===== config.mk =====
export PLATFORM = sky130hd
export DESIGN_NAME = rtc_alarm_watchdog_supervisor
export DESIGN_NICKNAME = d
export VERILOG_FILES = /design/src/common/rtc_supervisor_pkg.sv /design/src/core/reset_pulse_filter.sv /design/src/core/rtc_alarm_watchdog_supervisor.sv
export VERILOG_INCLUDE_DIRS = /design/src /design/src/common
export SDC_FILE = /design/constraint.sdc
export NUM_CORES = 1
export LEC_CHECK = 0
export ABC_AREA = 1
export BUFFER_PORTS_ARGS = -buffer_cell sky130_fd_sc_hd__buf_2
export CAP_MARGIN = 0
export CORE_UTILIZATION = 40
export CTS_CLUSTER_DIAMETER = 80
export CTS_CLUSTER_SIZE = 28
export DETAILED_ROUTE_END_ITERATION = 16
export GPL_ROUTABILITY_DRIVEN = 0
export SLEW_MARGIN = 20
export SYNTH_ARGS = -nofsm -noshare
export SYNTH_HDL_FRONTEND = slang
export SYNTH_SLANG_ARGS = --single-unit

===== constraint.sdc =====
create_clock -name I_CLK -period 5.9 [get_ports I_CLK]
set_input_delay 1.18 -clock I_CLK [delete_from_list [all_inputs] [get_ports I_CLK]]
set_output_delay 1.18 -clock I_CLK [all_outputs]
set_load 0.05 [all_outputs]

===== src/common/rtc_supervisor_defs.svh =====
// Purpose: Named offsets, field positions and timing figures.
// Assumes: 25 MHz system clock.
// Notes: Definitions only.
`ifndef RTC_SUPERVISOR_DEFS_SVH
`define RTC_SUPERVISOR_DEFS_SVH

// ==========================================================
// Register addresses
`define ADDR_FLAGS 19'h7FFF0
`define ADDR_AL_SEC 19'h7FFF2
`define ADDR_AL_MIN 19'h7FFF3
`define ADDR_AL_HOUR 19'h7FFF4
`define ADDR_AL_DATE 19'h7FFF5
`define ADDR_AL_MONTH 19'h7FFF6
`define ADDR_WDOG 19'h7FFF7
`define ADDR_DAY 19'h7FFFC

// ==========================================================
// Field positions
`define FLG_WDF 7
`define FLG_AF 6
`define FLG_BL 4
`define RATE_MSB 3
`define MON_AFE 7
`define MON_SQUARE_WAVE_ENABLE 6
`define MON_ABE 5
`define RPT_BIT 7
`define RPT5_BIT 6
`define WD_WDS 7
`define WD_MUL_MSB 6
`define WD_MUL_LSB 2
`define WD_RES_MSB 1
`define DAY_FT 6
`define FT_TAP 6
`define WD_OFF 8'h00

// ==========================================================
// Timing
`define CLK_HZ 25000000
`define CLK_PERIOD_NS 40
`define REC_TIME_MS 40
`define REQ_A_MIN_NS 50
`define REQ_B_MIN_MS 20
`define OSC_TICK_HZ 65536
`define NCO_INC ((64'd`OSC_TICK_HZ << 32) / 64'd`CLK_HZ)
`define DIV_W 18

`endif


===== src/common/rtc_supervisor_pkg.sv =====
// Purpose: Types shared by the supervisor files.
// Assumes: Nothing.
// Notes: Constants live in the defs header.
package rtc_supervisor_pkg;

    // ======================================================
    // BCD time of the current second
    typedef struct packed {
        logic [7:0] month;
        logic [7:0] date;
        logic [7:0] hour;
        logic [7:0] minute;
        logic [7:0] second;
    } bcd_time_t;

    // ======================================================
    // Reset output sequencer
    typedef enum logic [1:0] {
        RST_IDLE,
        RST_HOLD,
        RST_RECOVER
    } rst_state_t;

endpackage


===== src/core/reset_pulse_filter.sv =====
// Purpose: Qualifies an active-low reset request by its minimum width.
// Assumes: Request is synchronous to the clock.
// Notes: o_held rises once the request has stayed low MIN_CYCLES cycles.
`timescale 1ns/100ps
`default_nettype none

module reset_pulse_filter #(
    parameter int MIN_CYCLES = 2,
    parameter int CNT_W = 20
) (
    input wire logic i_clk,
    input wire logic i_rst_b,
    input wire logic i_req_n,
    output logic o_held
);

    logic [CNT_W-1:0] low_cnt;

    // ======================================================
    // Width counter, saturates at the qualifying width
    always_ff @(posedge i_clk or negedge i_rst_b) begin
        if (!i_rst_b) begin
            low_cnt <= '0;
        end else if (i_req_n) begin
            low_cnt <= '0;
        end else if (low_cnt != CNT_W'(MIN_CYCLES)) begin
            low_cnt <= low_cnt + 1'b1;
        end
    end

    assign o_held = (low_cnt == CNT_W'(MIN_CYCLES));

endmodule
`default_nettype wire


===== src/core/rtc_alarm_watchdog_supervisor.sv =====
// Purpose: Alarm, watchdog, square wave and reset supervisor.
// Assumes: Bytewide bus and time fields synchronous to I_CLK.
// Notes: Open-drain pins are a low level plus an enable.
`timescale 1ns/100ps
`default_nettype none
`include "rtc_supervisor_defs.svh"

module rtc_alarm_watchdog_supervisor #(
    parameter int REC_CYCLES = `REC_TIME_MS * (`CLK_HZ / 1000),
    parameter int REQ_B_CYCLES = `REQ_B_MIN_MS * (`CLK_HZ / 1000)
) (
    input wire logic I_CLK,
    input wire logic I_RST_B,
    input wire logic [18:0] I_ADDR,
    input wire logic I_CE_N,
    input wire logic I_OE_N,
    input wire logic I_WE_N,
    input wire logic [7:0] I_DQ,
    output logic [7:0] O_DQ,
    output logic O_DQ_OE,
    input wire rtc_supervisor_pkg::bcd_time_t I_TIME,
    input wire logic I_SECOND_TICK,
    input wire logic I_POWER_FAIL,
    input wire logic I_BATTERY_LOW,
    input wire logic I_WATCHDOG_KICK_IN,
    input wire logic I_RESET_REQUEST_A_N,
    input wire logic I_RESET_REQUEST_B_N,
    output logic O_INTERRUPT_FREQ_TEST_OUT_N,
    output logic O_INTERRUPT_FREQ_TEST_OE,
    output logic O_SQUARE_WAVE_OUT,
    output logic O_SQUARE_WAVE_OE,
    output logic O_RESET_OUT_N,
    output logic O_RESET_OUT_OE
);
    import rtc_supervisor_pkg::*;

    localparam int REQ_A_CYCLES =
        (`REQ_A_MIN_NS + `CLK_PERIOD_NS - 1) / `CLK_PERIOD_NS;
    localparam int REC_W = $clog2(REC_CYCLES + 1);
    localparam int REQ_W = $clog2(REQ_B_CYCLES + REQ_A_CYCLES + 1);

    // ======================================================
    // Decode helpers
    function automatic logic mapped(input logic [18:0] a);
        mapped = (a == `ADDR_FLAGS) || (a == `ADDR_DAY) ||
                 ((a >= `ADDR_AL_SEC) && (a <= `ADDR_WDOG));
    endfunction

    function automatic logic bcd_eq(input logic [7:0] a,
                                    input logic [7:0] b,
                                    input logic [7:0] m);
        bcd_eq = ((a & m) == (b & m));
    endfunction

    // Match under the scope chosen by the five repeat bits
    function automatic logic alarm_hit(input bcd_time_t t,
                                       input bcd_time_t al,
                                       input logic [4:0] rpt);
        logic s, mi, h, d, mo;
        s = bcd_eq(t.second, al.second, 8'h7F);
        mi = bcd_eq(t.minute, al.minute, 8'h7F);
        h = bcd_eq(t.hour, al.hour, 8'h3F);
        d = bcd_eq(t.date, al.date, 8'h3F);
        mo = bcd_eq(t.month, al.month, 8'h1F);
        case (rpt)
            5'h1E: alarm_hit = s;
            5'h1C: alarm_hit = s & mi;
            5'h18: alarm_hit = s & mi & h;
            5'h10: alarm_hit = s & mi & h & d;
            5'h00: alarm_hit = s & mi & h & d & mo;
            default: alarm_hit = 1'b1;
        endcase
    endfunction

    // Resolution tick: 1/16, 1/4, 1 or 4 s of the divider
    function automatic logic res_tick(input logic [1:0] res,
                                      input logic [`DIV_W-1:0] dv);
        case (res)
            2'h0: res_tick = &dv[11:0];
            2'h1: res_tick = &dv[13:0];
            2'h2: res_tick = &dv[15:0];
            default: res_tick = &dv[17:0];
        endcase
    endfunction

    // ======================================================
    // Bus access tracking
    logic rd_active, rd_q, rd_event;
    logic wr_active, wr_q, wr_commit;
    logic [18:0] addr_q, wr_addr_q;
    logic [7:0] wr_data_q;

    function automatic logic wr_hit(input logic [18:0] a);
        wr_hit = wr_commit && (wr_addr_q == a);
    endfunction

    assign rd_active = !I_CE_N && !I_OE_N && I_WE_N && !I_POWER_FAIL;
    assign wr_active = !I_CE_N && !I_WE_N && !I_POWER_FAIL;
    // A held read sees one snapshot; new data needs a new access
    assign rd_event = rd_active && (!rd_q || I_ADDR != addr_q);
    assign wr_commit = wr_q && !wr_active && !I_POWER_FAIL;

    always_ff @(posedge I_CLK or negedge I_RST_B) begin
        if (!I_RST_B) begin
            rd_q <= 1'b0;
            wr_q <= 1'b0;
            addr_q <= '0;
            wr_addr_q <= '0;
            wr_data_q <= 8'h00;
        end else begin
            rd_q <= rd_active;
            wr_q <= wr_active;
            addr_q <= I_ADDR;
            if (wr_active) begin
                wr_addr_q <= I_ADDR;
                wr_data_q <= I_DQ;
            end
        end
    end

    // ======================================================
    // Timebase: fractional divider to a 65536 Hz enable
    logic [31:0] nco;
    logic [32:0] nco_sum;
    logic osc_tick;
    logic [`DIV_W-1:0] div;

    assign nco_sum = {1'b0, nco} + {1'b0, 32'(`NCO_INC)};
    assign osc_tick = nco_sum[32];

    always_ff @(posedge I_CLK or negedge I_RST_B) begin
        if (!I_RST_B) begin
            nco <= 32'h0;
            div <= '0;
        end else begin
            nco <= nco_sum[31:0];
            if (osc_tick) begin
                div <= div + 1'b1;
            end
        end
    end

    // ======================================================
    // Power and reset sequencing
    rst_state_t state;
    logic [REC_W-1:0] rec_cnt;
    logic pf_q, power_down, hold_cond, wd_pending;
    logic [1:0] req_held;
    logic default_clear, wd_end_clear, wd_reset_start;
    logic wd_timeout, watchdog_steering;

    genvar g;
    generate
        for (g = 0; g < 2; g++) begin : g_req
            reset_pulse_filter #(
                .MIN_CYCLES(g == 0 ? REQ_A_CYCLES : REQ_B_CYCLES),
                .CNT_W(REQ_W)
            ) u_filter (
                .i_clk(I_CLK),
                .i_rst_b(I_RST_B),
                .i_req_n(g == 0 ? I_RESET_REQUEST_A_N
                                : I_RESET_REQUEST_B_N),
                .o_held(req_held[g])
            );
        end
    endgenerate

    assign power_down = I_POWER_FAIL && !pf_q;
    assign hold_cond = I_POWER_FAIL || (|req_held);
    // Leaving a hold is a power-up: same clears for every source
    assign default_clear = (state == RST_HOLD) && !hold_cond;
    assign wd_end_clear = (state == RST_RECOVER) && !hold_cond &&
                          (rec_cnt == REC_W'(1)) && wd_pending;
    assign wd_reset_start = wd_timeout && watchdog_steering;

    always_ff @(posedge I_CLK or negedge I_RST_B) begin
        if (!I_RST_B) begin
            pf_q <= 1'b0;
        end else begin
            pf_q <= I_POWER_FAIL;
        end
    end

    // Starts in recovery so the host sees a power-on reset
    always_ff @(posedge I_CLK or negedge I_RST_B) begin
        if (!I_RST_B) begin
            state <= RST_RECOVER;
            rec_cnt <= REC_W'(REC_CYCLES);
            wd_pending <= 1'b0;
        end else begin
            unique case (state)
                RST_IDLE: begin
                    if (hold_cond) begin
                        state <= RST_HOLD;
                    end else if (wd_reset_start) begin
                        state <= RST_RECOVER;
                        rec_cnt <= REC_W'(REC_CYCLES);
                        wd_pending <= 1'b1;
                    end
                end
                RST_HOLD: begin
                    wd_pending <= 1'b0;
                    if (!hold_cond) begin
                        state <= RST_RECOVER;
                        rec_cnt <= REC_W'(REC_CYCLES);
                    end
                end
                RST_RECOVER: begin
                    if (hold_cond) begin
                        state <= RST_HOLD;
                    end else if (rec_cnt == REC_W'(1)) begin
                        state <= RST_IDLE;
                        wd_pending <= 1'b0;
                    end else begin
                        rec_cnt <= rec_cnt - 1'b1;
                    end
                end
            endcase
        end
    end

    assign O_RESET_OUT_N = 1'b0;
    assign O_RESET_OUT_OE = (state != RST_IDLE);

    // ======================================================
    // Alarm and control registers
    bcd_time_t alarm;
    logic [3:0] rate;
    logic ft;
    logic [4:0] rpt;
    logic afe, square_wave_enable, abe;

    assign rpt = {alarm.date[`RPT5_BIT], alarm.date[`RPT_BIT],
                  alarm.hour[`RPT_BIT], alarm.minute[`RPT_BIT],
                  alarm.second[`RPT_BIT]};
    assign afe = alarm.month[`MON_AFE];
    assign square_wave_enable = alarm.month[`MON_SQUARE_WAVE_ENABLE];
    assign abe = alarm.month[`MON_ABE];

    always_ff @(posedge I_CLK or negedge I_RST_B) begin
        if (!I_RST_B) begin
            alarm <= '0;
            rate <= 4'h0;
            ft <= 1'b0;
        end else begin
            if (wr_hit(`ADDR_AL_SEC)) alarm.second <= wr_data_q;
            if (wr_hit(`ADDR_AL_MIN)) alarm.minute <= wr_data_q;
            if (wr_hit(`ADDR_AL_HOUR)) alarm.hour <= wr_data_q;
            if (wr_hit(`ADDR_AL_DATE)) alarm.date <= wr_data_q;
            if (wr_hit(`ADDR_AL_MONTH)) alarm.month <= wr_data_q;
            if (wr_hit(`ADDR_FLAGS)) rate <= wr_data_q[`RATE_MSB:0];
            if (wr_hit(`ADDR_DAY)) ft <= wr_data_q[`DAY_FT];
            if (power_down) ft <= 1'b0;
            if (default_clear || wd_end_clear) begin
                alarm.month[`MON_AFE] <= 1'b0;
                alarm.month[`MON_SQUARE_WAVE_ENABLE] <= 1'b0;
                alarm.month[`MON_ABE] <= 1'b0;
                ft <= 1'b0;
            end
        end
    end

    // ======================================================
    // Alarm flag and interrupt
    logic alarm_match, alarm_flag, alarm_irq, flags_read;

    assign alarm_match = I_SECOND_TICK &&
                         alarm_hit(I_TIME, alarm, rpt);
    assign flags_read = rd_event && (I_ADDR == `ADDR_FLAGS);

    // Set wins over the read that clears in the same cycle
    always_ff @(posedge I_CLK or negedge I_RST_B) begin
        if (!I_RST_B) begin
            alarm_flag <= 1'b0;
            alarm_irq <= 1'b0;
        end else begin
            if (alarm_match) begin
                alarm_flag <= 1'b1;
            end else if (flags_read) begin
                alarm_flag <= 1'b0;
            end
            if (alarm_match && afe && (!I_POWER_FAIL || abe)) begin
                alarm_irq <= 1'b1;
            end else if (flags_read) begin
                alarm_irq <= 1'b0;
            end
        end
    end

    // ======================================================
    // Watchdog
    logic [7:0] wd_reg;
    logic [4:0] wd_cnt, wd_mul;
    logic kick_q, wd_restart, wd_flag, wd_irq, wd_zero_wr;

    assign wd_mul = wd_reg[`WD_MUL_MSB:`WD_MUL_LSB];
    assign watchdog_steering = wd_reg[`WD_WDS];
    assign wd_restart = (I_WATCHDOG_KICK_IN != kick_q) ||
                        wr_hit(`ADDR_WDOG);
    assign wd_zero_wr = wr_hit(`ADDR_WDOG) && (wr_data_q == `WD_OFF);
    // Divider is not restarted, so the first unit may be short
    assign wd_timeout = (wd_mul != 5'h00) && !wd_restart && osc_tick &&
        res_tick(wd_reg[`WD_RES_MSB:0], div) &&
        (wd_cnt == 5'h01) && (state == RST_IDLE);

    always_ff @(posedge I_CLK or negedge I_RST_B) begin
        if (!I_RST_B) begin
            kick_q <= 1'b0;
        end else begin
            kick_q <= I_WATCHDOG_KICK_IN;
        end
    end

    always_ff @(posedge I_CLK or negedge I_RST_B) begin
        if (!I_RST_B) begin
            wd_reg <= 8'h00;
        end else if (power_down || default_clear || wd_end_clear) begin
            wd_reg <= 8'h00;
        end else if (wr_hit(`ADDR_WDOG)) begin
            wd_reg <= wr_data_q;
        end
    end

    always_ff @(posedge I_CLK or negedge I_RST_B) begin
        if (!I_RST_B) begin
            wd_cnt <= 5'h00;
        end else if (wd_restart || wd_timeout) begin
            wd_cnt <= wr_hit(`ADDR_WDOG) ?
                wr_data_q[`WD_MUL_MSB:`WD_MUL_LSB] : wd_mul;
        end else if (osc_tick && res_tick(wd_reg[`WD_RES_MSB:0], div) &&
                     wd_cnt != 5'h00) begin
            wd_cnt <= wd_cnt - 1'b1;
        end
    end

    always_ff @(posedge I_CLK or negedge I_RST_B) begin
        if (!I_RST_B) begin
            wd_flag <= 1'b0;
            wd_irq <= 1'b0;
        end else begin
            if (wd_timeout) begin
                wd_flag <= 1'b1;
            end else if (flags_read) begin
                wd_flag <= 1'b0;
            end
            if (wd_timeout && !watchdog_steering) begin
                wd_irq <= 1'b1;
            end else if (wd_zero_wr || power_down || default_clear) begin
                wd_irq <= 1'b0;
            end
        end
    end

    // ======================================================
    // Shared interrupt / frequency test pin
    logic irq_any, ft_on;

    assign irq_any = alarm_irq || wd_irq;
    assign ft_on = ft && !afe && (watchdog_steering || wd_reg == 8'h00) &&
                   !I_POWER_FAIL;
    assign O_INTERRUPT_FREQ_TEST_OUT_N = 1'b0;
    // Interrupt owns the pin; test tone only when it is idle
    assign O_INTERRUPT_FREQ_TEST_OE = irq_any ||
        (ft_on && !div[`FT_TAP]);

    // ======================================================
    // Square wave
    logic [3:0] tap;

    assign tap = (rate == 4'h1) ? 4'h0 : rate;

    always_ff @(posedge I_CLK or negedge I_RST_B) begin
        if (!I_RST_B) begin
            O_SQUARE_WAVE_OUT <= 1'b0;
        end else begin
            O_SQUARE_WAVE_OUT <= div[tap];
        end
    end

    assign O_SQUARE_WAVE_OE = square_wave_enable && (rate != 4'h0) &&
                              !I_POWER_FAIL;

    // ======================================================
    // Read data, latched at the start of each access
    logic [7:0] rd_mux;

    always_comb begin
        rd_mux = 8'h00;
        unique case (I_ADDR)
            `ADDR_FLAGS: begin
                rd_mux[`FLG_WDF] = wd_flag;
                rd_mux[`FLG_AF] = alarm_flag;
                rd_mux[`FLG_BL] = I_BATTERY_LOW;
                rd_mux[`RATE_MSB:0] = rate;
            end
            `ADDR_AL_SEC: rd_mux = alarm.second;
            `ADDR_AL_MIN: rd_mux = alarm.minute;
            `ADDR_AL_HOUR: rd_mux = alarm.hour;
            `ADDR_AL_DATE: rd_mux = alarm.date;
            `ADDR_AL_MONTH: rd_mux = alarm.month;
            `ADDR_WDOG: rd_mux = wd_reg;
            `ADDR_DAY: rd_mux[`DAY_FT] = ft;
            default: rd_mux = 8'h00;
        endcase
    end

    always_ff @(posedge I_CLK or negedge I_RST_B) begin
        if (!I_RST_B) begin
            O_DQ <= 8'h00;
        end else if (rd_event) begin
            O_DQ <= rd_mux;
        end
    end

    assign O_DQ_OE = rd_q && rd_active && mapped(I_ADDR) &&
                     !rd_event;

endmodule
`default_nettype wire


---- Word level (Yosys, flattened, before mapping) ----
Cells that the tools add are included.
storage, ports and cells
  flip-flop bits (word level) ............. 232
  word-level logic and storage cells ...... 236
operators by class
  add/subtract/negate cells ............... 6
  $lt $le $gt $ge ......................... 3
  eq/ne operators ......................... 46
  muxes and demuxes ....................... 47
  bitwise logic cells ..................... 4
  reduce and logical (&&, ||, !) cells .... 100
operator list
  kind                                                 number
  == test 19 bit (second input constant)               17
  two-way mux 20 bit                                   5
  two-way mux 19 bit                                   4
  case mux 20 bit (3 select lines)                     1
  logical AND 1 bit                                    45
  adder 19 x 1 -> 19 bit (second input constant)       2
  case mux 5 bit (7 select lines)                      1
  adder 32 x 24 -> 33 bit (second input constant)      1
  two-way mux 8 bit                                    3
  == test 20 x 1 -> 1 bit (second input constant)      1
  == test 5 bit (second input constant)                4
  nonzero test 2 bit                                   10
  subtractor 20 x 1 -> 20 bit (second input constant)  1
  == test 19 x 2 -> 1 bit (second input constant)      1
  >= comparator 19 bit (second input constant)         1
  <= comparator 19 bit (second input constant)         1
  != test 19 bit                                       1
  != test 19 bit (second input constant)               1
  != test 19 x 2 -> 1 bit (second input constant)      1
  adder 18 x 1 -> 18 bit (second input constant)       1
  AND reduction 18 bit                                 1
  logical NOT 8 bit                                    2
  AND reduction 16 bit                                 1
  logical OR 1 bit                                     15
  39 further kinds                                     85

---- Longest topological paths before layout ----
Gate-level depths: netlist of the first run.
  depth in word-level cells ............... 20
  gate-level depth with buffers ........... 17
  mapped depth without buffers ............ 17

---- Hierarchy ----
A second synthesis of the first run with hierarchy kept.
second synthesis, totals
  cell total of the unflattened synthesis .. 1655
  area, all modules ....................... 13021.2 µm²
by module, submodules not included
  module                                   instances  cells an instance  area each (µm²)  seq. area each (µm²)
  rtc_alarm_watchdog_supervisor            1          1316               10631.4          4864.7
  reset_pulse_filter at g_req[1].u_filter  1          175                1218.7           475.5
  reset_pulse_filter at g_req[0].u_filter  1          164                1171.1           475.5

---- Worst setup path before layout of the first run ----
Ideal clock, no wire load.
  path kind ............................... input to output
  from .................................... in I_ADDR[5]
  to ...................................... out O_DQ_OE
  arrival time ............................ 2.748 ns
  required time ........................... 4.720 ns
  slack ................................... 1.972 ns
  cell stages on the path ................. 4
  path buffers ............................ 0
  cells stage by stage .................... nand4_2 -> nor4_1 -> o311ai_0 -> a21oi_1
on the way
  word-level cells in the longest chain between the ends .. 5
RTL lines
  what                                                           line                                                                        text
  start, declared                                                rtc_alarm_watchdog_supervisor.sv:14                                         input wire logic [18:0] I_ADDR,
  >= comparator 19 bit (no line) (tied with other cells)         -
  logical AND 1 bit (tied with other cells)                      rtc_alarm_watchdog_supervisor.sv:46                                         ((a >= `ADDR_AL_SEC) && (a <= `ADDR_WDOG));
  logical OR 1 bit / logical AND 1 bit (equally long branches)   rtc_alarm_watchdog_supervisor.sv:45, rtc_alarm_watchdog_supervisor.sv:100
  logical AND 1 bit / logical NOT 1 bit (equally long branches)  rtc_alarm_watchdog_supervisor.sv:415, rtc_alarm_watchdog_supervisor.sv:416
  logical AND 1 bit (*)                                          rtc_alarm_watchdog_supervisor.sv:415                                        assign O_DQ_OE = rd_q && rd_active && mapped(I_ADDR) &&
  end, declared                                                  rtc_alarm_watchdog_supervisor.sv:20                                         output logic O_DQ_OE,
Every way passes the cells marked *; elsewhere a longest branch is shown, timed or not.

---- Worst setup path in the final report of the first run ----
  from .................................... in I_ADDR[7]
  to ...................................... out O_DQ_OE
Same word-level chain as after synthesis.

==> impl_summary.md, run 1 <==
Layout
The share of layout cells above drive strength 1 is a little under an eighth. The largest registers in the layout are alarm x38, g_req.u_filter.low_cnt x38, nco x32. The total number of nets in the final design is about 1,700.

The most common library cell in the layout ignoring fill and taps is nand2_1. The area growth from synthesis to layout is 11.33%. Leaving out fill and tap cells, the most frequent cells in the layout are nand2_1, dfrtp_1, inv_1. The filler cells instantiated in the layout total 3,092.

CTS
The clock tree buffer depth is 3. The CTS tree is yes. Post-CTS timing repair inserted 0 buffers for setup.

TritonCTS created 16 clock buffers. The number of gates given a new drive strength after cts is 0. For the worst-skew pair, the clock arrives at the later sink with an insertion delay of 510 ps.

The number of hold-repair buffers added at the cts stage is 0. The clock tree root driver cell is clkbuf_16. The clock-pin slew on the worst setup and hold paths is 90 ps.

In this run the number of H-tree levels came out at 1. The number of sinks on the clock net is roughly 230.

Yosys
For this run, the number of Yosys warnings is 0. The share of the Yosys chip area taken by registers is between 40% and 50%. The mean instance size in the synthesized netlist is a little under 8 um^2.

The share of Yosys cell area claimed by the top area cell type is between 40% and 50%. After synthesis the cells add up to between 0.01 and 0.015 mm^2. The cell count after synthesis came out at between 1,500 and 2,000.

In this run, synthesis inferred 0 flip-flops with an integrated enable. After synthesis, the cell types taking the most area are dfrtp_1, nand2_1, inv_1. The distinct cell type count of the synthesized netlist is 49. The largest total area in the synthesized netlist belongs to dfrtp_1. The number of synthesized register bits is 232. For this run, asynchronously set or reset flops after synthesis account for 100.0%.

The most used flip-flop cell after synthesis is dfrtp_1.

Floorplan
The die covers approximately 0.032 mm^2. Measured along the y axis, the die boundary spans 178.5 um. Once the floorplan was initialized, standard cells occupied 40.71% of the core. The floorplan core area is roughly 0.031 mm^2. The horizontal die dimension is between 150 and 200 um. The number of top-level pins is 93.

The row count is between 60 and 70.

STA
Based on the critical path, the design can be clocked at up to 0.2507 GHz. Setup repair after global routing left no endpoint under its margin. In the finished design, the share of the clock period the worst path needs comes to 67.60%.

Summed over all failing endpoints, the final setup total negative slack is 0 ps. The relative max-transition margin is between 40% and 50%. The clock arrives with between 20 and 25 ps of skew. The final number of max-transition violations is 0. Setup violations remaining at the end of the flow were counted as 0. The minimum clock period is around 4000 ps. The number of hold violations in the final report came to 0. The slew at the pin with the worst max-slew slack is approximately 870 ps.

Worst setup path
The type of destination of the critical path is an output pin. On the worst path, the slowest cell contributes a delay of 470 ps. Counting stages on the worst path, the most repeated cell is buf_2. For the worst setup path, the data required time is approximately 4700 ps. Counting both buffers and inverters, the worst setup path holds a total of 2. The category of the most critical setup path is input pin to output pin. On the critical path, the stage with the largest delay is an instance of nor4_1. The critical path goes through buf_2, nand4_2, nor4_1, o311ai_0, a21oi_1, buf_2.

STA classifies the critical path startpoint as an input pin. Broken down by cell family, the worst path's largest delay share belongs to simple AND/OR/NAND/NOR gates. The worst-path maximum fanout is 7.

The worst endpoint data arrival time is roughly 2800 ps.

Placement
The count of input and output buffers is roughly 80. The half-perimeter wire length after placement is around 21 mm.

GRT
For met2 alone, demand over resource in global routing was 32.15%. Global routing used under 10% of the available met3 tracks. In the global route stage, overall resource usage came out at 19.24%. The overall overflow remaining after global route is 0. The largest net degree at the start of global routing is 131. The number of antenna violations at the first check in global routing is 1.

The wire length of the first global-routing pass is between 40 and 50 mm. The via count of the first global-routing pass was 9,913. The most utilized layer in the global route result is met2. Global routing consumed, on the met1 layer, 26.06% of the routing resources.

Power and ir drop
In this run the static leakage power is around 6.7 nW. After layout, the design draws a total of a little under 4 mW. The power per standard cell area is around 280 mW/mm^2.

The highest ir drop seen on vdd is between 150 and 200 uV.

Run status
The flow ran to the end, and the final reports show no timing, DRC or antenna violations.

Routing
The average via count per standard cell is 5.005. The antenna violation net count after detailed routing is 0. The count of vias placed by the detailed router is 10,310. The routed wirelength normalized by instance count is approximately 14 um. The total iterations of the first detailed-routing run is 5. The final layout contains routed wiring with a total length of ~29 mm. The number of DRC markers after the initial detailed-route iteration is 660. After detailed routing, the number of remaining DRC violations is 0.

Hold path
The min-delay analysis places its worst path in the category flip-flop to flip-flop.

Job
The max-capacitance violation count is 0.
==> layer usage <==
layer | share of wire, % | wire length [um]
met3 | 3.7 | 1073
met2 | 47 | 13790
met4 | 2.8 | 805
met1 | 46 | 13590
met5 | 0 | 0
==> Yosys cell counts (2+ instances only) <==
cell type	number
nand2_1	403
dfrtp_1	224
inv_1	185
nor2_1	143
o21ai_0	123
nand3_1	107
xor2_1	64
a21oi_1	58
nor3_1	41
nand4_1	32
xnor2_1	23
o21ai_2	20
clkbuf_1	17
nor4_1	17
ha_1	13
nand2_2	9
dfstp_2	8
or2_2	8
inv_2	6
a31oi_1	5
and3_1	5
nand2_4	5
nor2_2	5
o21a_1	5
o22ai_1	5
buf_4	4
buf_6	4
o211ai_1	4
buf_2	3
nand4_2	3
nor2_4	3
nor3_2	3
a221oi_1	2
nor3_4	2
nor4_2	2
o311ai_0	2
o31ai_1	2
==> power by group <==
group / switching (mW) / leakage, nW / internal [mW]
Clock: 0.651 / 0.287 / 0.617
Sequential: 0.0998 / 3.06 / 1.72
Combinational: 0.570 / 3.35 / 0.287
Total: 1.32 / 6.70 / 2.63
==> final timing paths <==
path	start	to	slack (ps)	cells past startpoint
max in group asynchronous	I_RST_B	alarm[31]$_DFFE_PN0P_	4510	2
worst min register to register	nco[0]$_DFF_PN0_	nco[0]$_DFF_PN0_	420	1
worst max register to register	state[1]$_DFFE_PN1P_	wd_reg[7]$_DFFE_PN0P_	3220	8
worst max-delay path	I_ADDR[7]	O_DQ_OE	1910	6
worst min-delay path	nco[0]$_DFF_PN0_	nco[0]$_DFF_PN0_	420	1
min in group asynchronous	I_RST_B	nco[13]$_DFF_PN0_	540	1
==> layout make-up <==
| type | instances | area, um^2 | share of cell area, % |
|---|---|---|---|
| clock buffers | 18 | 429.2 | 3.095 |
| well taps | 396 | 495.5 | 3.573 |
| inverters | 192 | 720.7 | 5.198 |
| flip-flops and latches | 232 | 5816 | 41.94 |
| clock inverters | 10 | 163.9 | 1.182 |
| diodes | 1 | 2.502 | 0.01805 |
| repair buffers | 84 | 470.5 | 3.393 |
| multi-input cells | 1126 | 5768 | 41.60 |
==> stage by stage <==
stage | worst slack (ps) | cells | hold slack (ps) | utilization (%) | instance area [um^2]
detailed placement | 1905 | 2029 | 414.3 | 43.29 | 13240
finish | 1912 | 2059 | 424.2 | 45.33 | 13870
global placement | 1869 | 2029 | 416.0 | 43.29 | 13240
global route | 1641 | 2059 | 431.4 | 45.33 | 13870
CTS | 1901 | 2057 | 426.5 | 45.23 | 13840
floorplan | 1972 | 1578 | 397.6 | - | 12460
==> logic make-up after synthesis <==
| family | synth area share (%) |
|---|---|
| other | 0.03011 |
| flip-flops | 46.69 |
| buffers and inverters | 7.022 |
| XOR/XNOR | 6.118 |
| adder cells (fa/ha/maj) | 1.306 |
| AND/OR/NAND/NOR | 28.37 |
| AO/OA/AOI/OAI | 10.46 |
(Power assumes the default switching activity.)
==> run 2, diff against run 1 <==
ABC_AREA = 0   (was 1)
clock period = 3.92 ns   (was 5.9 ns; I/O delays follow)
==> run 2 against run 1 <==
  * Hold slack lost 130 ps
  * Sequential power grew 46%
  * Area after synthesis down 6.5%
  * Sequential cell count unchanged
  * First-iteration DRC count down 6.2%
==> impl_summary.md, run 2 <==
Worst setup path
Walking the worst path, the cells encountered are or4_1, nor4_1, o2111ai_1, nand2_1, buf_2. The worst-path maximum fanout is 3. The category of the most critical setup path is flip-flop to output pin.

The launch instance of the worst register-to-register path is nco[0]$_DFF_PN0_. The endpoint identified for the worst register-to-register timing path is rec_cnt[10]$_DFFE_PN0P_. The critical-path cell with the highest stage delay is or4_1. The critical path required time is 3140 ps. The worst setup path is captured at an output pin. The kind of start point of the critical path is a flip-flop. The register-to-register path setup slack is approximately 920 ps.

The cell count of the worst reg-to-reg path is 9. The worst endpoint data arrival time is 2330 ps. The largest stage delay on the critical path is around 560 ps.

Placement
The placed instances occupy a cell area of 0.01248 mm^2. The number of instances in the placed design is ~1,500. The setup slack after placement is 694.5 ps. The wire-length estimate of the detail-placed layout is 17.59 mm. During placement, the flow inserted port buffers numbering between 80 and 90.

CTS
The clock tree root driver cell is clkbuf_16. The number of setup buffers added after CTS is 0. The clock tree buffer depth is 3.

Buffers inserted to repair hold after CTS numbered 0. TritonCTS built the clock tree. CTS saw 232 sinks. In this run the number of H-tree levels came out at 1. Clock-pin slew was measured on the worst setup and hold paths at 90 ps.

The number of buffers added by the clock tree synthesis step is 16. The clock latency of the later-clocked register in the worst-skew pair is roughly 500 ps. The number of gates given a new drive strength after cts is 0.

GRT
The number of antenna violations at the first check in global routing is 0. The global-route usage over all layers is around 17%. The overall overflow remaining after global route is 0. The wire length of the first global-routing pass is ~43 mm. The via count of the first global-routing pass is roughly 8,300. Entering global routing, the biggest net connects between 90 and 100 pins.

Layout
The final antenna diode count is 0. The combined area of the multi-input logic cells is about 0.0056 mm^2. The area growth from synthesis to final layout is 12.11%. The most common library cell in the layout ignoring fill and taps is dfrtp_1.

Excluding fillers, the count of instances in the completed layout stands at around 1,600. After routing the design area is ~0.013 mm^2. Once layout is complete, the utilization of the core stands at 45.47%. The total number of nets in the final design is 1,255. The share of layout cells above drive strength 1 is 19.51%. The fill cell total of the finished layout is about 2,700. In the layout the commonest cells are dfrtp_1, nor2_1, nand2_1.

In the final layout, the registers with the most flip-flops are alarm x38, g_req.u_filter.low_cnt x38, nco x32. The sequential standard cell area is approximately 0.0058 mm^2.

Yosys
The number of enable flip-flop cells after synthesis is 0. The proportion of synthesized flip-flops having asynchronous set or reset is 100.0%. The synthesized design contains ~230 register bits.

The netlist uses between 70 and 80 different library cells. Among all flip-flop cells after synthesis, the most frequent one is dfrtp_1. dfrtp_1 is the most common cell in the netlist. The portion of the post-synthesis area used by sequential elements is roughly half.

Counting every instance in the synthesized netlist gives around 1,100. The number of warnings issued by yosys is 0. The dominant cell type by area after synthesis is dfrtp_1. Counting instances in the post-synthesis netlist gives the leading cell types as dfrtp_1, nor2_1, nand2_1. The mean instance size in the synthesized netlist is around 11 um^2. In this run the biggest area consumer among cell types represents between 40% and 50% of the synthesized area.

By area the synthesized netlist is led by dfrtp_1, mux2_2, xnor2_1. In this run the cell area of the synthesized design comes to roughly 0.012 mm^2.

Routing
Once detail routing completed, the nets flagged for antenna violations numbered 0. The routed length on met1 is between 10 and 15 mm. The routed wirelength normalized by instance count is between 15 and 20 um. In this run the top signal layer used is met4. For this block, the via count after detailed routing is about 8,300. In the routed layout, each cell is associated on average with a via count of about 5.3.

In the routed design, unresolved DRC markers number 0. The routed wire length on met2 is around 11 mm. The overall routed net length is between 20 and 25 mm. The met3 layer wire length in the routed design is slightly above 900 um. The total iterations of the first detailed-routing run is 5. The detailed router finished its first iteration with just over 600 violations.

Job
The tool flagged a number of max-cap violations equal to 0.

STA
After layout, the worst setup slack is 803.9 ps. The final critical path takes up 79.49% of the cycle. The minimum clock period is 3116 ps. The final number of max-transition violations is 0.

The worst slack on hold paths is about 300 ps. The number of hold violations in the final report is 0. The relative max-transition margin is 43.51%. For this run, the top clock speed supported by timing is between 0.3 and 0.4 GHz. Clock skew on the completed layout was measured at ~16 ps. Setup repair after global routing left no endpoint under its margin.

For the pin with the worst max-slew slack, the measured transition is roughly 840 ps. The number of setup violations in the final report is 0. In the final timing run, aggregate negative setup slack is 0 ps.

Floorplan
The area of the die is 0.02979 mm^2. In this run the count of I/O pins placed on the die edge is 93. The row count is just over 60. Measured along the y axis, the die boundary spans 172.6 um. The horizontal die dimension is ~170 um. The starting utilization of the core area is roughly 40%. The core region is around 0.029 mm^2.

Hold path
The class of the tightest hold or removal check is input pin to asynchronous set/reset pin.

Power and ir drop
Total power for the finished layout comes to 5.327 mW. Across the VDD grid, the largest voltage drop is about 250 uV. For this design the ratio of total power to cell area is between 400 and 500 mW/mm^2. Summed over all cells, the static leakage comes to roughly 5.8 nW.

Run status
The flow ran to the end, and the final reports show no timing, DRC or antenna violations.
[run 2: changes by cell type after synthesis, sizes merged, moves of 31 or more]
cell,before,now
nand2,417,84
inv,191,27
o21ai,144,37
mux2,0,82
nand3,108,53
nor2,152,107
xnor2,23,64
mux2i,0,31
[run 2: logic make-up after synthesis]
logic type	Yosys count	share of synthesized area [%]
fa+ha+maj	13	1.397
flops	232	49.96
xor+xnor	127	9.555
buf+inv	62	2.214
other cells	1	0.03221
simple gates	402	17.09
compound gates	135	8.190
mux	118	11.56
[run 2: how the worst max path moves through the flow]
stage	startpoint	endpoint	slack [ps]	depth (start not counted)
after floorplan	I_ADDR[2]	O_DQ_OE	590	7
after global placement	I_POWER_FAIL	rec_cnt[12]$_DFFE_PN0P_	710	8
after detailed placement	I_POWER_FAIL	rec_cnt[12]$_DFFE_PN0P_	690	8
after CTS	wd_reg[6]$_DFFE_PN0P_	O_INTERRUPT_FREQ_TEST_OE	770	5
after global routing	nco[0]$_DFF_PN0_	rec_cnt[2]$_DFFE_PN0P_	700	10
final	wd_reg[6]$_DFFE_PN0P_	O_INTERRUPT_FREQ_TEST_OE	800	5
[run 2: layout make-up]
cell class              instances  share of cell area [%]
well taps                     384                   3.681
repair buffers                 90                   3.892
multi-input cells             797                   42.73
clock inverters                 9                  0.9683
inverters                      27                  0.7765
flip-flops and latches        232                   44.56
clock buffers                  19                   3.394
[run 2: power by group]
part | internal, mW | switching (mW) | total, mW
registers | 2.51 | 0.134 | 2.65
logic | 0.285 | 0.554 | 0.839
clock network | 0.924 | 0.919 | 1.84
total | 3.72 | 1.61 | 5.33
[run 2: routing by layer]
metal,up-vias,GRT usage (%)
met2,155,26.55
met5,-,0
met1,4070,25.85
li1,4032,-
met4,0,3.013
met3,24,2.287
[run 2: critical path, delay by kind of cell, from the launching register on]
kind,cells,cell delay [ps]
and+or+nand+nor,3,980
DFF,1,410
buffers and inverters,1,270
AOI/OAI and AO/OA,1,170
